**src/rtl/ldm_pkg.sv**
```systemverilog
// Constants, register map and state types of the laser modulation control block
package ldm_pkg;
    // Register addresses on the serial control port
    localparam logic [6:0] ADDR_TX_CTRL  = 7'h05;
    localparam logic [6:0] ADDR_STAT_ONE = 7'h06;
    localparam logic [6:0] ADDR_STAT_TWO = 7'h07;
    localparam logic [6:0] ADDR_MOD_SET  = 7'h09;
    localparam logic [6:0] ADDR_MOD_CEIL = 7'h0A;
    localparam logic [6:0] ADDR_MOD_STEP = 7'h0C;
    localparam logic [6:0] ADDR_DEEMPH   = 7'h10;
    localparam logic [6:0] ADDR_EQ       = 7'h11;
    // Field positions in the transmit control register
    localparam int unsigned TXC_EN_BIT  = 0;
    localparam int unsigned TXC_POL_BIT = 1;
    localparam int unsigned TXC_EQ_BIT  = 3;
    localparam int unsigned TXC_DE_LSB  = 4;
    // Field positions in the two status registers
    localparam int unsigned ST1_MON_HIGH = 6;
    localparam int unsigned ST1_BIAS_LIM = 4;
    localparam int unsigned ST1_CM_LOW   = 3;
    localparam int unsigned ST1_OUT_LOW  = 2;
    localparam int unsigned ST1_BIAS_LOW = 1;
    localparam int unsigned ST1_FAULT    = 0;
    localparam int unsigned ST2_MOD_WARN = 3;
    localparam int unsigned ST2_IN_ABS   = 1;
    // Values after reset
    localparam logic [7:0] TX_CTRL_RESET = 8'h03;
    localparam logic [8:0] MOD_CODE_RESET = 9'h000;
    localparam logic [7:0] CEIL_RESET    = 8'h00;
    localparam logic [7:0] STEP_RESET    = 8'h00;
    localparam logic [5:0] DEEMPH_RESET  = 6'h00;
    localparam logic [1:0] EQ_RESET      = 2'h0;
    // Deemphasis weights in 1/256 of the modulation code
    localparam logic [7:0] DE_W_MODE0 = 8'h10;
    localparam logic [7:0] DE_W_MODE1 = 8'h08;
    localparam logic [7:0] DE_W_MODE3 = 8'h17;
    // Ramp pacing: one code step per RAMP_CYCLES + 1 clocks, the count being the interval rounded up
    localparam int unsigned CLK_PERIOD_NS = 10;
    localparam int unsigned RAMP_STEP_NS  = 100;
    localparam logic [7:0] RAMP_CYCLES =
        8'((RAMP_STEP_NS + CLK_PERIOD_NS - 1) / CLK_PERIOD_NS);

    typedef enum logic [2:0] {
        LDM_OFF  = 3'b001,
        LDM_RAMP = 3'b010,
        LDM_RUN  = 3'b100
    } ldm_state_t;

    typedef struct packed {
        ldm_state_t  state;
        logic [7:0]  ramp_cnt;
        logic [8:0]  code;
        logic [7:0]  ceiling;
        logic [7:0]  step;
        logic [5:0]  tx_ctrl;
        logic [5:0]  deemph_amount;
        logic [1:0]  eq_profile;
        logic [7:0]  stat_one;
        logic [7:0]  stat_two;
        logic        alarm_latched;
        logic        shut_prev;
        logic [8:0]  dac;
        logic [8:0]  drive;
        logic [7:0]  weight;
        logic        laser_on;
        logic        eq_on;
        logic [1:0]  eq_sel;
        logic        pol_normal;
        logic        alarm_oe;
        logic [7:0]  rd_data;
        logic        rd_valid;
    } ldm_regs_t;

    localparam ldm_regs_t LDM_REGS_RESET = '{
        state: LDM_OFF, ramp_cnt: 8'h00, code: MOD_CODE_RESET,
        ceiling: CEIL_RESET, step: STEP_RESET, tx_ctrl: TX_CTRL_RESET[5:0],
        deemph_amount: DEEMPH_RESET, eq_profile: EQ_RESET, stat_one: 8'h00,
        stat_two: 8'h00, alarm_latched: 1'b0, shut_prev: 1'b1, dac: 9'h000,
        drive: 9'h000, weight: DE_W_MODE0, laser_on: 1'b0, eq_on: 1'b0,
        eq_sel: 2'h0, pol_normal: 1'b1, alarm_oe: 1'b1, rd_data: 8'h00,
        rd_valid: 1'b0};
endpackage : ldm_pkg

```
**src/rtl/ldm_laser_mod_ctrl.sv**
```systemverilog
// Modulation DAC code control, deemphasis, equaliser select and eye-safety alarms
//
// Overview of operation
// - Nine-bit modulation code; setting register writes its upper eight bits directly.
// - Code bit 0 is zero after reset and changes only through step writes.
// - Ceiling register bounds the upper eight code bits.
// - Step register low five bits, two's complement -16..+15, added on write.
// - Step exceeding ceiling sets limit warning and leaves the code unchanged.
// - Equaliser enable clear bypasses equaliser and ignores profile select.
// - Enabled equaliser uses two-bit profile: trace length and source amplitude.
// - Delivered drive is the code current minus the deemphasis current.
// - Deemphasis set by control bits 5:4 and the six-bit amount field.
// - Laser currents stay off while power-on reset is active.
// - After reset, drive ramps toward the programmed code without overshoot.
// - Every power-on reset returns all registers to defaults.
// - Bias limit comparator tripping latches an alarm.
// - Shutdown pin or cleared enable bit gates the laser off.
// - Shutdown-class alarm asserts the alarm pin and disables the laser.
// - Warning-class alarm is only reported; laser stays enabled.
// - Both alarm classes are recorded in the two status registers.
// - Alarm pin stays latched until the shutdown pin is toggled.
// - Toggling the shutdown pin clears both status registers.
// - Shutdown pin high disables output; low leaves it to enable and alarms.
// - Deemphasis mode 00 6.25%, 01 3.125%, 10 amount field, 11 about 9%.
// - Modulation limit warning is sticky bit 3 of the second status register.
`timescale 1ns/10ps
`default_nettype none
module ldm_laser_mod_ctrl
    import ldm_pkg::*;
(
    input  wire logic       clock,
    input  wire logic       rst_b,
    input  wire logic       reg_wr,
    input  wire logic       reg_rd,
    input  wire logic [6:0] reg_addr,
    input  wire logic [7:0] reg_wdata,
    input  wire logic       shutdown_pin,
    input  wire logic       bias_limit_sense,
    input  wire logic       out_low_sense,
    input  wire logic       bias_low_sense,
    input  wire logic       monitor_high_sense,
    input  wire logic       out_cm_low_sense,
    input  wire logic       input_absent,
    output logic [7:0]      reg_rdata,
    output logic            reg_rvalid,
    output logic [8:0]      mod_dac_code,
    output logic [8:0]      mod_drive_code,
    output logic [7:0]      deemph_weight,
    output logic            laser_on,
    output logic            input_eq_on,
    output logic [1:0]      input_eq_profile,
    output logic            polarity_normal,
    output logic            alarm_pin_out,
    output logic            alarm_pin_oe
);
    ldm_regs_t  st;
    ldm_regs_t  next_st;
    logic [9:0] step_cand;
    logic       step_below;
    logic       step_over;
    logic       shut_fall;
    logic       hard_now;
    logic [7:0] ev_one;
    logic [7:0] ev_two;

    // Saturating min used by direct writes and by the direct-write check
    function automatic logic [7:0] ldm_min8(input logic [7:0] a, input logic [7:0] b);
        ldm_min8 = (a < b) ? a : b;
    endfunction : ldm_min8

    // Step candidate; a 10-bit sum exposes both underflow and overflow
    assign step_cand  = {1'b0, st.code} + {{5{reg_wdata[4]}}, reg_wdata[4:0]};
    assign step_below = reg_wdata[4] & step_cand[9];
    assign step_over  = ~reg_wdata[4] & (step_cand[9] | (step_cand[8:1] > st.ceiling));
    assign shut_fall  = st.shut_prev & ~shutdown_pin;
    assign hard_now   = bias_limit_sense | out_low_sense | bias_low_sense;

    // Alarm events this cycle, laid out as the status registers
    always_comb begin
        ev_one = 8'h00;
        ev_two = 8'h00;
        ev_one[ST1_BIAS_LIM] = bias_limit_sense;
        ev_one[ST1_OUT_LOW]  = out_low_sense;
        ev_one[ST1_BIAS_LOW] = bias_low_sense;
        ev_one[ST1_MON_HIGH] = monitor_high_sense;
        ev_one[ST1_CM_LOW]   = out_cm_low_sense;
        ev_one[ST1_FAULT]    = hard_now | monitor_high_sense | out_cm_low_sense;
        ev_two[ST2_IN_ABS]   = input_absent;
        ev_two[ST2_MOD_WARN] = reg_wr && reg_addr == ADDR_MOD_STEP && step_over;
    end

    // Next-state logic for the whole block
    always_comb begin
        logic        gate;
        logic [16:0] prod;
        logic [8:0]  target;
        next_st = st;
        gate    = 1'b0;
        prod    = 17'h00000;
        target  = 9'h000;
        next_st.rd_valid  = 1'b0;
        next_st.shut_prev = shutdown_pin;

        // Register writes; status registers are read-only
        if (reg_wr) begin
            if (reg_addr == ADDR_TX_CTRL) begin
                next_st.tx_ctrl = reg_wdata[5:0];
            end else if (reg_addr == ADDR_MOD_SET) begin
                next_st.code[8:1] = ldm_min8(reg_wdata, st.ceiling);
            end else if (reg_addr == ADDR_MOD_CEIL) begin
                next_st.ceiling = reg_wdata;
            end else if (reg_addr == ADDR_MOD_STEP) begin
                next_st.step = reg_wdata;
                if (!step_below && !step_over) begin
                    next_st.code = step_cand[8:0];
                end
            end else if (reg_addr == ADDR_DEEMPH) begin
                next_st.deemph_amount = reg_wdata[5:0];
            end else if (reg_addr == ADDR_EQ) begin
                next_st.eq_profile = reg_wdata[2:1];
            end
        end

        // Register reads, answered one cycle later
        if (reg_rd) begin
            next_st.rd_valid = 1'b1;
            if (reg_addr == ADDR_TX_CTRL) begin
                next_st.rd_data = {2'b00, st.tx_ctrl};
            end else if (reg_addr == ADDR_STAT_ONE) begin
                next_st.rd_data = st.stat_one;
            end else if (reg_addr == ADDR_STAT_TWO) begin
                next_st.rd_data = st.stat_two;
            end else if (reg_addr == ADDR_MOD_SET) begin
                next_st.rd_data = st.code[8:1];
            end else if (reg_addr == ADDR_MOD_CEIL) begin
                next_st.rd_data = st.ceiling;
            end else if (reg_addr == ADDR_MOD_STEP) begin
                next_st.rd_data = st.step;
            end else if (reg_addr == ADDR_DEEMPH) begin
                next_st.rd_data = {2'b00, st.deemph_amount};
            end else if (reg_addr == ADDR_EQ) begin
                next_st.rd_data = {5'b00000, st.eq_profile, 1'b0};
            end else begin
                next_st.rd_data = 8'h00;
            end
        end

        // Sticky status and alarm latch; a new event beats a toggle clear
        if (shut_fall) begin
            next_st.stat_one      = ev_one;
            next_st.stat_two      = ev_two;
            next_st.alarm_latched = hard_now;
        end else begin
            next_st.stat_one      = st.stat_one | ev_one;
            next_st.stat_two      = st.stat_two | ev_two;
            next_st.alarm_latched = st.alarm_latched | hard_now;
        end
        // Open drain: released (high) means alarm, driven low means none
        next_st.alarm_oe = ~next_st.alarm_latched;

        // Laser gate: enable bit, shutdown pin and latched alarm
        gate = st.tx_ctrl[TXC_EN_BIT] & ~shutdown_pin & ~st.alarm_latched;
        next_st.laser_on = gate;
        target = st.code;

        // Soft start; rising is paced, falling is immediate since it is safe
        case (st.state)
            LDM_OFF: begin
                next_st.dac      = 9'h000;
                next_st.ramp_cnt = RAMP_CYCLES;
                if (gate) begin
                    next_st.state = LDM_RAMP;
                end
            end
            LDM_RAMP: begin
                if (!gate) begin
                    next_st.state = LDM_OFF;
                    next_st.dac   = 9'h000;
                end else if (st.dac >= target) begin
                    next_st.dac   = target;
                    next_st.state = LDM_RUN;
                end else if (st.ramp_cnt == 8'h00) begin
                    next_st.dac      = st.dac + 9'h001;
                    next_st.ramp_cnt = RAMP_CYCLES;
                end else begin
                    next_st.ramp_cnt = st.ramp_cnt - 8'h01;
                end
            end
            LDM_RUN: begin
                if (!gate) begin
                    next_st.state = LDM_OFF;
                    next_st.dac   = 9'h000;
                end else if (target > st.dac) begin
                    next_st.state    = LDM_RAMP;
                    next_st.ramp_cnt = RAMP_CYCLES;
                end else begin
                    next_st.dac = target;
                end
            end
            default: begin
                next_st.state = LDM_OFF;
                next_st.dac   = 9'h000;
            end
        endcase

        // Deemphasis weight by mode
        case (st.tx_ctrl[TXC_DE_LSB +: 2])
            2'b00:   next_st.weight = DE_W_MODE0;
            2'b01:   next_st.weight = DE_W_MODE1;
            2'b10:   next_st.weight = {2'b00, st.deemph_amount};
            default: next_st.weight = DE_W_MODE3;
        endcase
        // Delivered drive: code minus the deemphasised share
        prod = st.dac * st.weight;
        next_st.drive = st.dac - prod[16:8];

        // Equaliser profile only counts while enabled
        next_st.eq_on  = st.tx_ctrl[TXC_EQ_BIT];
        next_st.eq_sel = st.tx_ctrl[TXC_EQ_BIT] ? st.eq_profile : 2'b00;
        next_st.pol_normal = st.tx_ctrl[TXC_POL_BIT];
    end

    // Whole state in one register; reset holds the laser off
    always_ff @(posedge clock or negedge rst_b) begin
        if (!rst_b) begin
            st <= LDM_REGS_RESET;
        end else begin
            st <= next_st;
        end
    end

    // Outputs straight from the state register, except alarm_pin_out tied low
    assign reg_rdata        = st.rd_data;
    assign reg_rvalid       = st.rd_valid;
    assign mod_dac_code     = st.dac;
    assign mod_drive_code   = st.drive;
    assign deemph_weight    = st.weight;
    assign laser_on         = st.laser_on;
    assign input_eq_on      = st.eq_on;
    assign input_eq_profile = st.eq_sel;
    assign polarity_normal  = st.pol_normal;
    assign alarm_pin_out    = 1'b0;
    assign alarm_pin_oe     = st.alarm_oe;
endmodule : ldm_laser_mod_ctrl
`default_nettype wire

```
**config.mk**
```make
export PLATFORM = sky130hd
export DESIGN_NAME = ldm_laser_mod_ctrl
export DESIGN_NICKNAME = d
export VERILOG_FILES = /design/src/rtl/ldm_pkg.sv /design/src/rtl/ldm_laser_mod_ctrl.sv
export SDC_FILE = /design/constraint.sdc
export NUM_CORES = 1
export LEC_CHECK = 0
export ABC_AREA = 1
export BUFFER_PORTS_ARGS = -buffer_cell sky130_fd_sc_hd__buf_2
export CAP_MARGIN = 20
export CORE_ASPECT_RATIO = 0.6
export CORE_MARGIN = 10
export CORE_UTILIZATION = 40
export CTS_BUF_LIST = sky130_fd_sc_hd__clkbuf_4
export DETAILED_ROUTE_END_ITERATION = 16
export PLACE_DENSITY = 0.71
export SLEW_MARGIN = 20
export SYNTH_ARGS = -nofsm -noshare
export SYNTH_HDL_FRONTEND = slang
export SYNTH_SLANG_ARGS = --single-unit
```
**constraint.sdc**
```tcl
create_clock -name clock -period 5 [get_ports clock]
set_input_delay 1 -clock clock [delete_from_list [all_inputs] [get_ports clock]]
set_output_delay 1 -clock clock [all_outputs]
set_load 0.02 [all_outputs]
```
==> impl_results.md, run 1 <==
* Max-cap violations at 0
* Critical path required time at 5430 ps
* HPWL after DPL at about 18 mm
* Clock group share of total power at 0.279
* Skew-Pair Late Insertion Delay at 490 ps
* Synthesized cell area at ~8600 µm²
* Initial Util at 0.407
* Crit share post-route at 0.957
* CTS root buf: clkbuf_4
* Comb power frac at 0.154
* Vias/cell at 4.98
* Sequential element share of the synthesized area at 0.290
* Post-synthesis cell count at between 1000 and 1500
* Hold path start: next_st[10]
* Post-synth EDFFs at 0
* Crit path DAT at ~5200 ps
* Drt pass-1 iters at 6
* GRT overflow at 0
* Setup violators final at 0
* CTS tree: yes
* First-pass GRT wire length at 36.6 mm
* Cell internal pwr at approximately 1.0 mW
* Hold depth at 0
* Most frequent cells in the layout: 352 x nand2_1, 206 x inv_1, 89 x dfrtp_1
* YS warnings at 0
* Fin area at just over 9000 µm²
* Initial antenna violation count at 0
* GP Congestion at 0.939
* Power share of the sequential group at 0.567
* Yosys reg bits at a little under 100
* Min cycle time layout at 4790 ps
* Compound-Gate Fraction of Synth Area at 0.0894
* Initial detailed-routing violation count at 752
* Routed WL at 22.6 mm
* Worst slew pin tran at 875 ps
* Critical Path Source: deemph_weight[4]
* Maximum vdd drop at roughly 0.00012 V
* Crit. End Element: flop
* Worst Hold Class: reg2reg
* Share of cells above drive strength 1 at 0.149
* Drt wl/cell at 15.2 µm
* Leakage Power at 5.32 nW
* Die area at 27900 µm²
* H-tree levels at 3
* Commonest non-fill, non-tap cell in the layout: nand2_1
* Post-Synth Simple-Gate Area at 0.265
* Worst Hold Endpoint: polarity_normal
* GRT Overall Usage at 0.161
* Syn avg cell area at 7.30 µm²
* Max clock buf depth at 2
* FMAX at 209 MHz
* Crit Path Max Fanout at 6
* Sw frac at 0.330
* R2R Path End: mod_drive_code[6]
* Largest net degree at the start of global routing at 69
* Most used DFF post-synth: dfrtp_1
* Clock sinks at 99
* PortBufs at 64
* Power Density at 165 nW/µm²
* Slew headroom at 0.412
* Crit path launch type: flop
* Area grow syn2layout at 7.86%
* Die width at ~210 µm
* Async set or reset register ratio after synthesis at 1.00
* Area post-placement at 8930 µm²
* WS Path Type: reg2reg
* Setup Skew at 17.6 ps
* Total power at 1.52 mW
* # fillers at ~2100
* Sw power at 502 µW
* Worst Reg-to-Reg Cells at 24
* RR Startpoint: deemph_weight[4]
* Routed Antenna Nets at 0
* R2r setup slk at 210 ps
* Post-synthesis mux area share at 0
* Ant. Diodes at 0
* Adder-cell area share of the yosys netlist at 0.181
* Core box area at ~21000 µm²
* Via count at about 7400
* Row cnt at 41
* Drt drc at 0
* Clk slew on worst S/H paths at 180 ps
* Vias in the first global route at just under 7000
* Final nets at 1338
* Final Hold Violating Endpoints at 0
* IO Pins at 68
* Run status: finished, final reports clean
* Max Slew Vio Count at 0
* Post-Synth XOR/XNOR Area at 0.0296
* Cts bufs inserted at 9
* Chip height at between 100 and 150 µm
* Distinct cell type count after synthesis at 54
* Largest family of logic cells by synthesized area: simple AND/OR/NAND/NOR gates
[critical path, stage by stage, from the launching register on]
cell,delay [ps]
dfstp_2,440
clkbuf_4,170
nand2_1,60
inv_1,50
fa_2,390
fa_1,560
inv_1,70
fa_2,430
fa_1,540
inv_1,70
ha_4,280
nand2_2,90
nor2_2,130
a21oi_2,70
xor2_1,150
inv_1,50
ha_1,120
inv_1,60
fa_2,350
nand3_1,100
nand2_1,100
a21oi_1,130
nor2_1,50
nor2_1,110
xnor2_1,130
[Yosys cell counts, types with 13 or more instances]
master | instances | area, µm²
nor2_1 | 61 | 229
o21ai_1 | 13 | 65.1
clkbuf_1 | 13 | 48.8
buf_4 | 38 | 285
nand2_1 | 354 | 1330
a21oi_1 | 37 | 185
inv_1 | 206 | 773
dfrtp_1 | 92 | 2300
fa_1 | 30 | 601
nand3_1 | 64 | 320
o21ai_0 | 42 | 210
ha_1 | 76 | 951
xor2_1 | 22 | 193
[state kept, by name (all words and copies together), names as in the netlist]
register          cells
alarm_pin_oe          1
deemph_weight         6
input_eq_on           1
input_eq_profile      2
laser_on              1
mod_dac_code          9
mod_drive_code        9
next_st               2
polarity_normal       1
reg_rdata             8
reg_rvalid            1
st                   58
[cell type report]
type | instances | area, µm² | area share
clock buffers | 9 | 67.6 | 0.00731
well taps | 279 | 349 | 0.0378
flip-flops and latches | 99 | 2490 | 0.269
multi-input cells | 795 | 4980 | 0.539
repair buffers | 84 | 473 | 0.0512
inverters | 217 | 818 | 0.0885
clock inverters | 7 | 60.1 | 0.00650
[kinds of logic (layout without fill, tap and decap cells)]
| group | after synthesis | count (layout) |
|---|---|---|
| compound gates | 127 | 127 |
| xor+xnor | 29 | 29 |
| fa+ha+maj | 106 | 106 |
| buf+inv | 281 | 317 |
| flops | 99 | 99 |
| other cells | 1 | 3 |
| simple gates | 530 | 530 |
[worst max-delay path by stage]
stage	endpoint	slack, ps	cells past startpoint
global placement	mod_drive_code[7]	160	22
finish	mod_drive_code[6]	210	24
global route	mod_drive_code[6]	-50	22
detailed placement	mod_drive_code[6]	70	24
CTS	mod_drive_code[6]	40	24
floorplan	mod_drive_code[6]	230	23
[power groups by stage]
stage	logic (mW)	clock network, mW	registers, mW
after floorplan	0.159	0	0.869
after global placement	0.221	0	0.877
after detailed placement	0.226	0	0.879
after CTS	0.227	0.438	0.865
after global routing	0.266	0.473	0.869
final	0.235	0.424	0.864
[what timing repair did]
action / 4_1_cts / 5_1_grt
setup endpoints to repair: 0 / 4
hold buffers: 0 / 0
setup buffers: 0 / 6
resized for setup: 0 / 30
[through the flow]
stage	hold slack, ps	setup TNS [ps]	instances	setup WS [ps]	util
after floorplan	359	0	1175	231	-
after global placement	371	0	1468	163	0.425
after detailed placement	373	0	1468	68.2	0.425
after CTS	396	0	1484	37.2	0.431
after global routing	409	-86.0	1490	-50.5	0.439
final	396	0	1490	213	0.439
[layer usage]
layer  vias up  GRT usage  share of wire
met4         0     0.0215         0.0063
met5         -          0              0
li1       3664          -              -
met2       257      0.213           0.38
met3        11     0.0394           0.10
met1      3485      0.254           0.51
(Power assumes the default switching activity.)
==> run 2: changes to the inputs <==
--- a/config.mk
+++ b/config.mk
@@ -5,15 +5,16 @@
 export SDC_FILE = /design/constraint.sdc
 export NUM_CORES = 1
 export LEC_CHECK = 0
-export ABC_AREA = 1
 export BUFFER_PORTS_ARGS = -buffer_cell sky130_fd_sc_hd__buf_2
 export CAP_MARGIN = 20
+export CELL_PAD_IN_SITES_DETAIL_PLACEMENT = 1
+export CELL_PAD_IN_SITES_GLOBAL_PLACEMENT = 1
 export CORE_ASPECT_RATIO = 0.6
 export CORE_MARGIN = 10
 export CORE_UTILIZATION = 40
-export CTS_BUF_LIST = sky130_fd_sc_hd__clkbuf_4
+export CTS_BUF_LIST = sky130_fd_sc_hd__clkbuf_8
 export DETAILED_ROUTE_END_ITERATION = 16
-export PLACE_DENSITY = 0.71
+export PLACE_DENSITY = 0.85
 export SLEW_MARGIN = 20
 export SYNTH_ARGS = -nofsm -noshare
 export SYNTH_HDL_FRONTEND = slang
==> impl_results.md, run 2 <==
* Run status: finished with violations
* Failing checks: negative setup slack
* # fillers at 2163 (+1.6%)
* Drt pass-1 iters at 5 (-1)
* Power Density at 210 nW/µm² (+28%)
* Setup_tns at -469 ps (-469 ps)
* Crit. End Element: flop
* Via count at 6475 (-13%)
* Chip height at 127 µm (-4.4%)
* Slew headroom at 0.394 (-0.0177)
* Largest net degree at the start of global routing at 64 (-7.2%)
* Most used DFF post-synth: dfrtp_1
* Setup Skew at 27.7 ps (+10.1 ps)
* Crit-path slowest cell: fa_1
* Crit Path Max Fanout at 5 (-1)
* Yosys top cell area share at 0.299 (+0.0303)
* Skew-Pair Late Insertion Delay at 420 ps (-70 ps)
* Routed WL at 24.5 mm (+8.4%)
* Largest register by flop count: st
* Cell mode on critical path: fa_1
* Worst-path cell chain: buf_4, and2_4, fa_2, fa_1, inv_1, fa_1, fa_1, inv_2, ha_4, or3_4, a31oi_4, xnor2_2, ha_2, inv_2, fa_2, a21o_1, a21oi_2, o21bai_1, a21oi_2, o21ai_2, xnor2_1
* Final nets at 1003 (-25%)
* Worst Hold Class: reg2reg
* IO Pins at 68 (unchanged)
* Commonest non-fill, non-tap cell in the layout: dfrtp_1
* Synth top cells by count: 92 x dfrtp_1, 86 x inv_1, 76 x ha_1
* CTS tree: yes
* Vias in the first global route at 6716 (-2.8%)
* Area grow syn2layout at 14.4%
* PortBufs at 64 (unchanged)
* Leakage Power at 4.32 nW (-19%)
* GP Congestion at 0.916 (-2.5%)
* Count leader, synth: dfrtp_1
* Cts bufs inserted at 9 (unchanged)
* Core box area at 19000 µm² (-9.8%)
* Max-cap violations at 0 (unchanged)
* Clock sinks at 99 (unchanged)
* Die area at 25400 µm² (-8.9%)
* Final Hold Violating Endpoints at 0 (unchanged)
* Area post-placement at 8290 µm² (-7.2%)
* Crit path DAT at 5470 ps (+250 ps)
* Initial detailed-routing violation count at 593 (-21%)
* Post-synth EDFFs at 0 (unchanged)
* Clk slew on worst S/H paths at 110 ps (-70 ps)
* HPWL after DPL at 18.6 mm (+3.7%)
* CP peak stage delay at 520 ps (-40 ps)
* Share of cells above drive strength 1 at 0.257 (+0.108)
* Crit path launch type: flop
* Distinct cell type count after synthesis at 67 (+24%)
* Vias/cell at 5.77 (+16%)
* Max clock buf depth at 2 (unchanged)
* Crit share post-route at 1.04 (+0.0782)
* Final hold slack at 393 ps (-3.32 ps)
* Max Slew Vio Count at 0 (unchanged)
* Drt drc at 0 (unchanged)
* Syn avg cell area at 9.59 µm² (+31%)
* Post-synthesis cell count at 803 (-32%)
* Core Util, Final at 0.464 (+0.0247)
* Max reg flops at 58 (unchanged)
* GRT overflow at 0 (unchanged)
* Synthesized cell area at 7700 µm² (-10%)
* GRT Overall Usage at 0.189 (+0.0285)
* Routed Antenna Nets at 0 (unchanged)
* YS warnings at 0 (unchanged)
* Hold_buf cts at 0 (unchanged)
* Critical path required time at 5290 ps (-140 ps)
* Ranking of synthesized cells by area: dfrtp_1 30%, ha_1 12%, fa_1 7.8%
* Yosys reg bits at 99 (unchanged)
* Initial Util at 0.406 (-0.00180)
* Total power at 1.85 mW (+22%)
* CTS root buf: clkbuf_8
* RSZ-0062 raised after global routing: true
* H-tree levels at 3 (unchanged)
* Drt wl/cell at 21.8 µm (+44%)
* Async set or reset register ratio after synthesis at 1.00 (unchanged)
* Sequential element share of the synthesized area at 0.323 (+0.0328)
* Die width at 199 µm (-4.7%)
* Setup slack after layout at -178 ps (-391 ps)
* WS Path Type: reg2reg
* Setup violators final at 4 (+4)
* Largest area contributor in the netlist: dfrtp_1
* Min cycle time layout at 5180 ps (+391 ps)
* Fin area at 8810 µm² (-4.7%)
* Most frequent cells in the layout: 88 x dfrtp_1, 83 x inv_1, 68 x ha_1
* FMAX at 193 MHz (-7.6%)
* Maximum vdd drop at 0.000175 V (+51%)
* First-pass GRT wire length at 37.9 mm (+3.6%)
* Initial antenna violation count at 1 (+1)
* Row cnt at 39 (-4.9%)
* Worst slew pin tran at 908 ps (+33.1 ps)
## run 2: changes by cell type after synthesis, sizes merged, moves of 8 or more
cell	before	now
nand2	364	42
inv	215	86
and2	0	52
nand3	67	15
mux2	0	35
o21ai	64	39
nor2	68	45
xor2	22	6
a22oi	0	13
buf	51	40
a21o	4	13
nand2b	0	9
nor2b	0	9
mux2i	0	8
## run 2: worst max-delay path: cells and delay by family (launching register included)
kind	cells	cell delay [ps]
AO/OA/AOI/OAI	6	970
flip-flops	1	430
adder cells (fa/ha/maj)	7	2530
AND/OR/NAND/NOR	2	570
XOR/XNOR	2	260
buffers and inverters	4	320
## run 2: power breakdown
part / leakage [nW] / internal [mW] / total (mW) / switching [mW]
logic: 2.94 / 0.146 / 0.370 / 0.223
registers: 1.28 / 0.842 / 0.889 / 0.0468
clock network: 0.107 / 0.255 / 0.593 / 0.338
total: 4.32 / 1.24 / 1.85 / 0.608
## run 2: final timing paths
path	start	to	slack, ps	depth (start not counted)
hold / removal	next_st[10]	polarity_normal	390	0
setup / recovery	deemph_weight[4]	mod_drive_code[8]	-180	21
max in group asynchronous	rst_b	st[67]	3280	2
setup reg to reg	deemph_weight[4]	mod_drive_code[8]	-180	21
min in group asynchronous	rst_b	st[105]	680	1
hold reg to reg	next_st[10]	polarity_normal	390	0
## run 2: layer usage
| layer | GRT usage | vias up | wire [µm] |
|---|---|---|---|
| met1 | 0.258 | 3313 | 11500 |
| li1 | - | 2890 | - |
| met4 | 0.0451 | 0 | 396 |
| met2 | 0.275 | 233 | 10400 |
| met5 | 0 | - | 0 |
| met3 | 0.0724 | 39 | 2160 |
## run 2: kinds of logic after synthesis
group / count (synthesis) / synth area share
and+or+nand+nor: 215 / 0.146
AOI/OAI and AO/OA: 174 / 0.155
DFF: 99 / 0.323
other: 1 / 0.000487
muxes: 43 / 0.0616
buffers and inverters: 145 / 0.0899
adders and majority gates: 106 / 0.202
xor gates and xnor gates: 20 / 0.0228
## run 2: repair_timing
action | 4_1_cts | 5_1_grt
pin swaps | 18 | 18
gates resized for setup | 18 | 25
cloned | 0 | 0
setup buffers | 6 | 6
endpoints found under the setup margin | 4 | 5
## run 2: area by class of cell
| cell class | count | area [µm²] | share of cell area |
|---|---|---|---|
| timing repair buffer | 114 | 706 | 0.0801 |
| tap | 246 | 308 | 0.0349 |
| sequential | 99 | 2490 | 0.283 |
| inverter | 86 | 323 | 0.0366 |
| clock inverter | 6 | 77.6 | 0.00881 |
| antenna | 1 | 2.50 | 0.000284 |
| clock buffer | 10 | 138 | 0.0156 |
| multi-input combinational | 561 | 4760 | 0.541 |
## run 2: metrics by stage
step	cells	setup slack, ps
2_1_floorplan	805	7.58
6_report	1123	-178
3_5_place_dp	1094	-234
5_1_grt	1123	-375
3_3_place_gp	1094	-69.1
4_1_cts	1116	-140
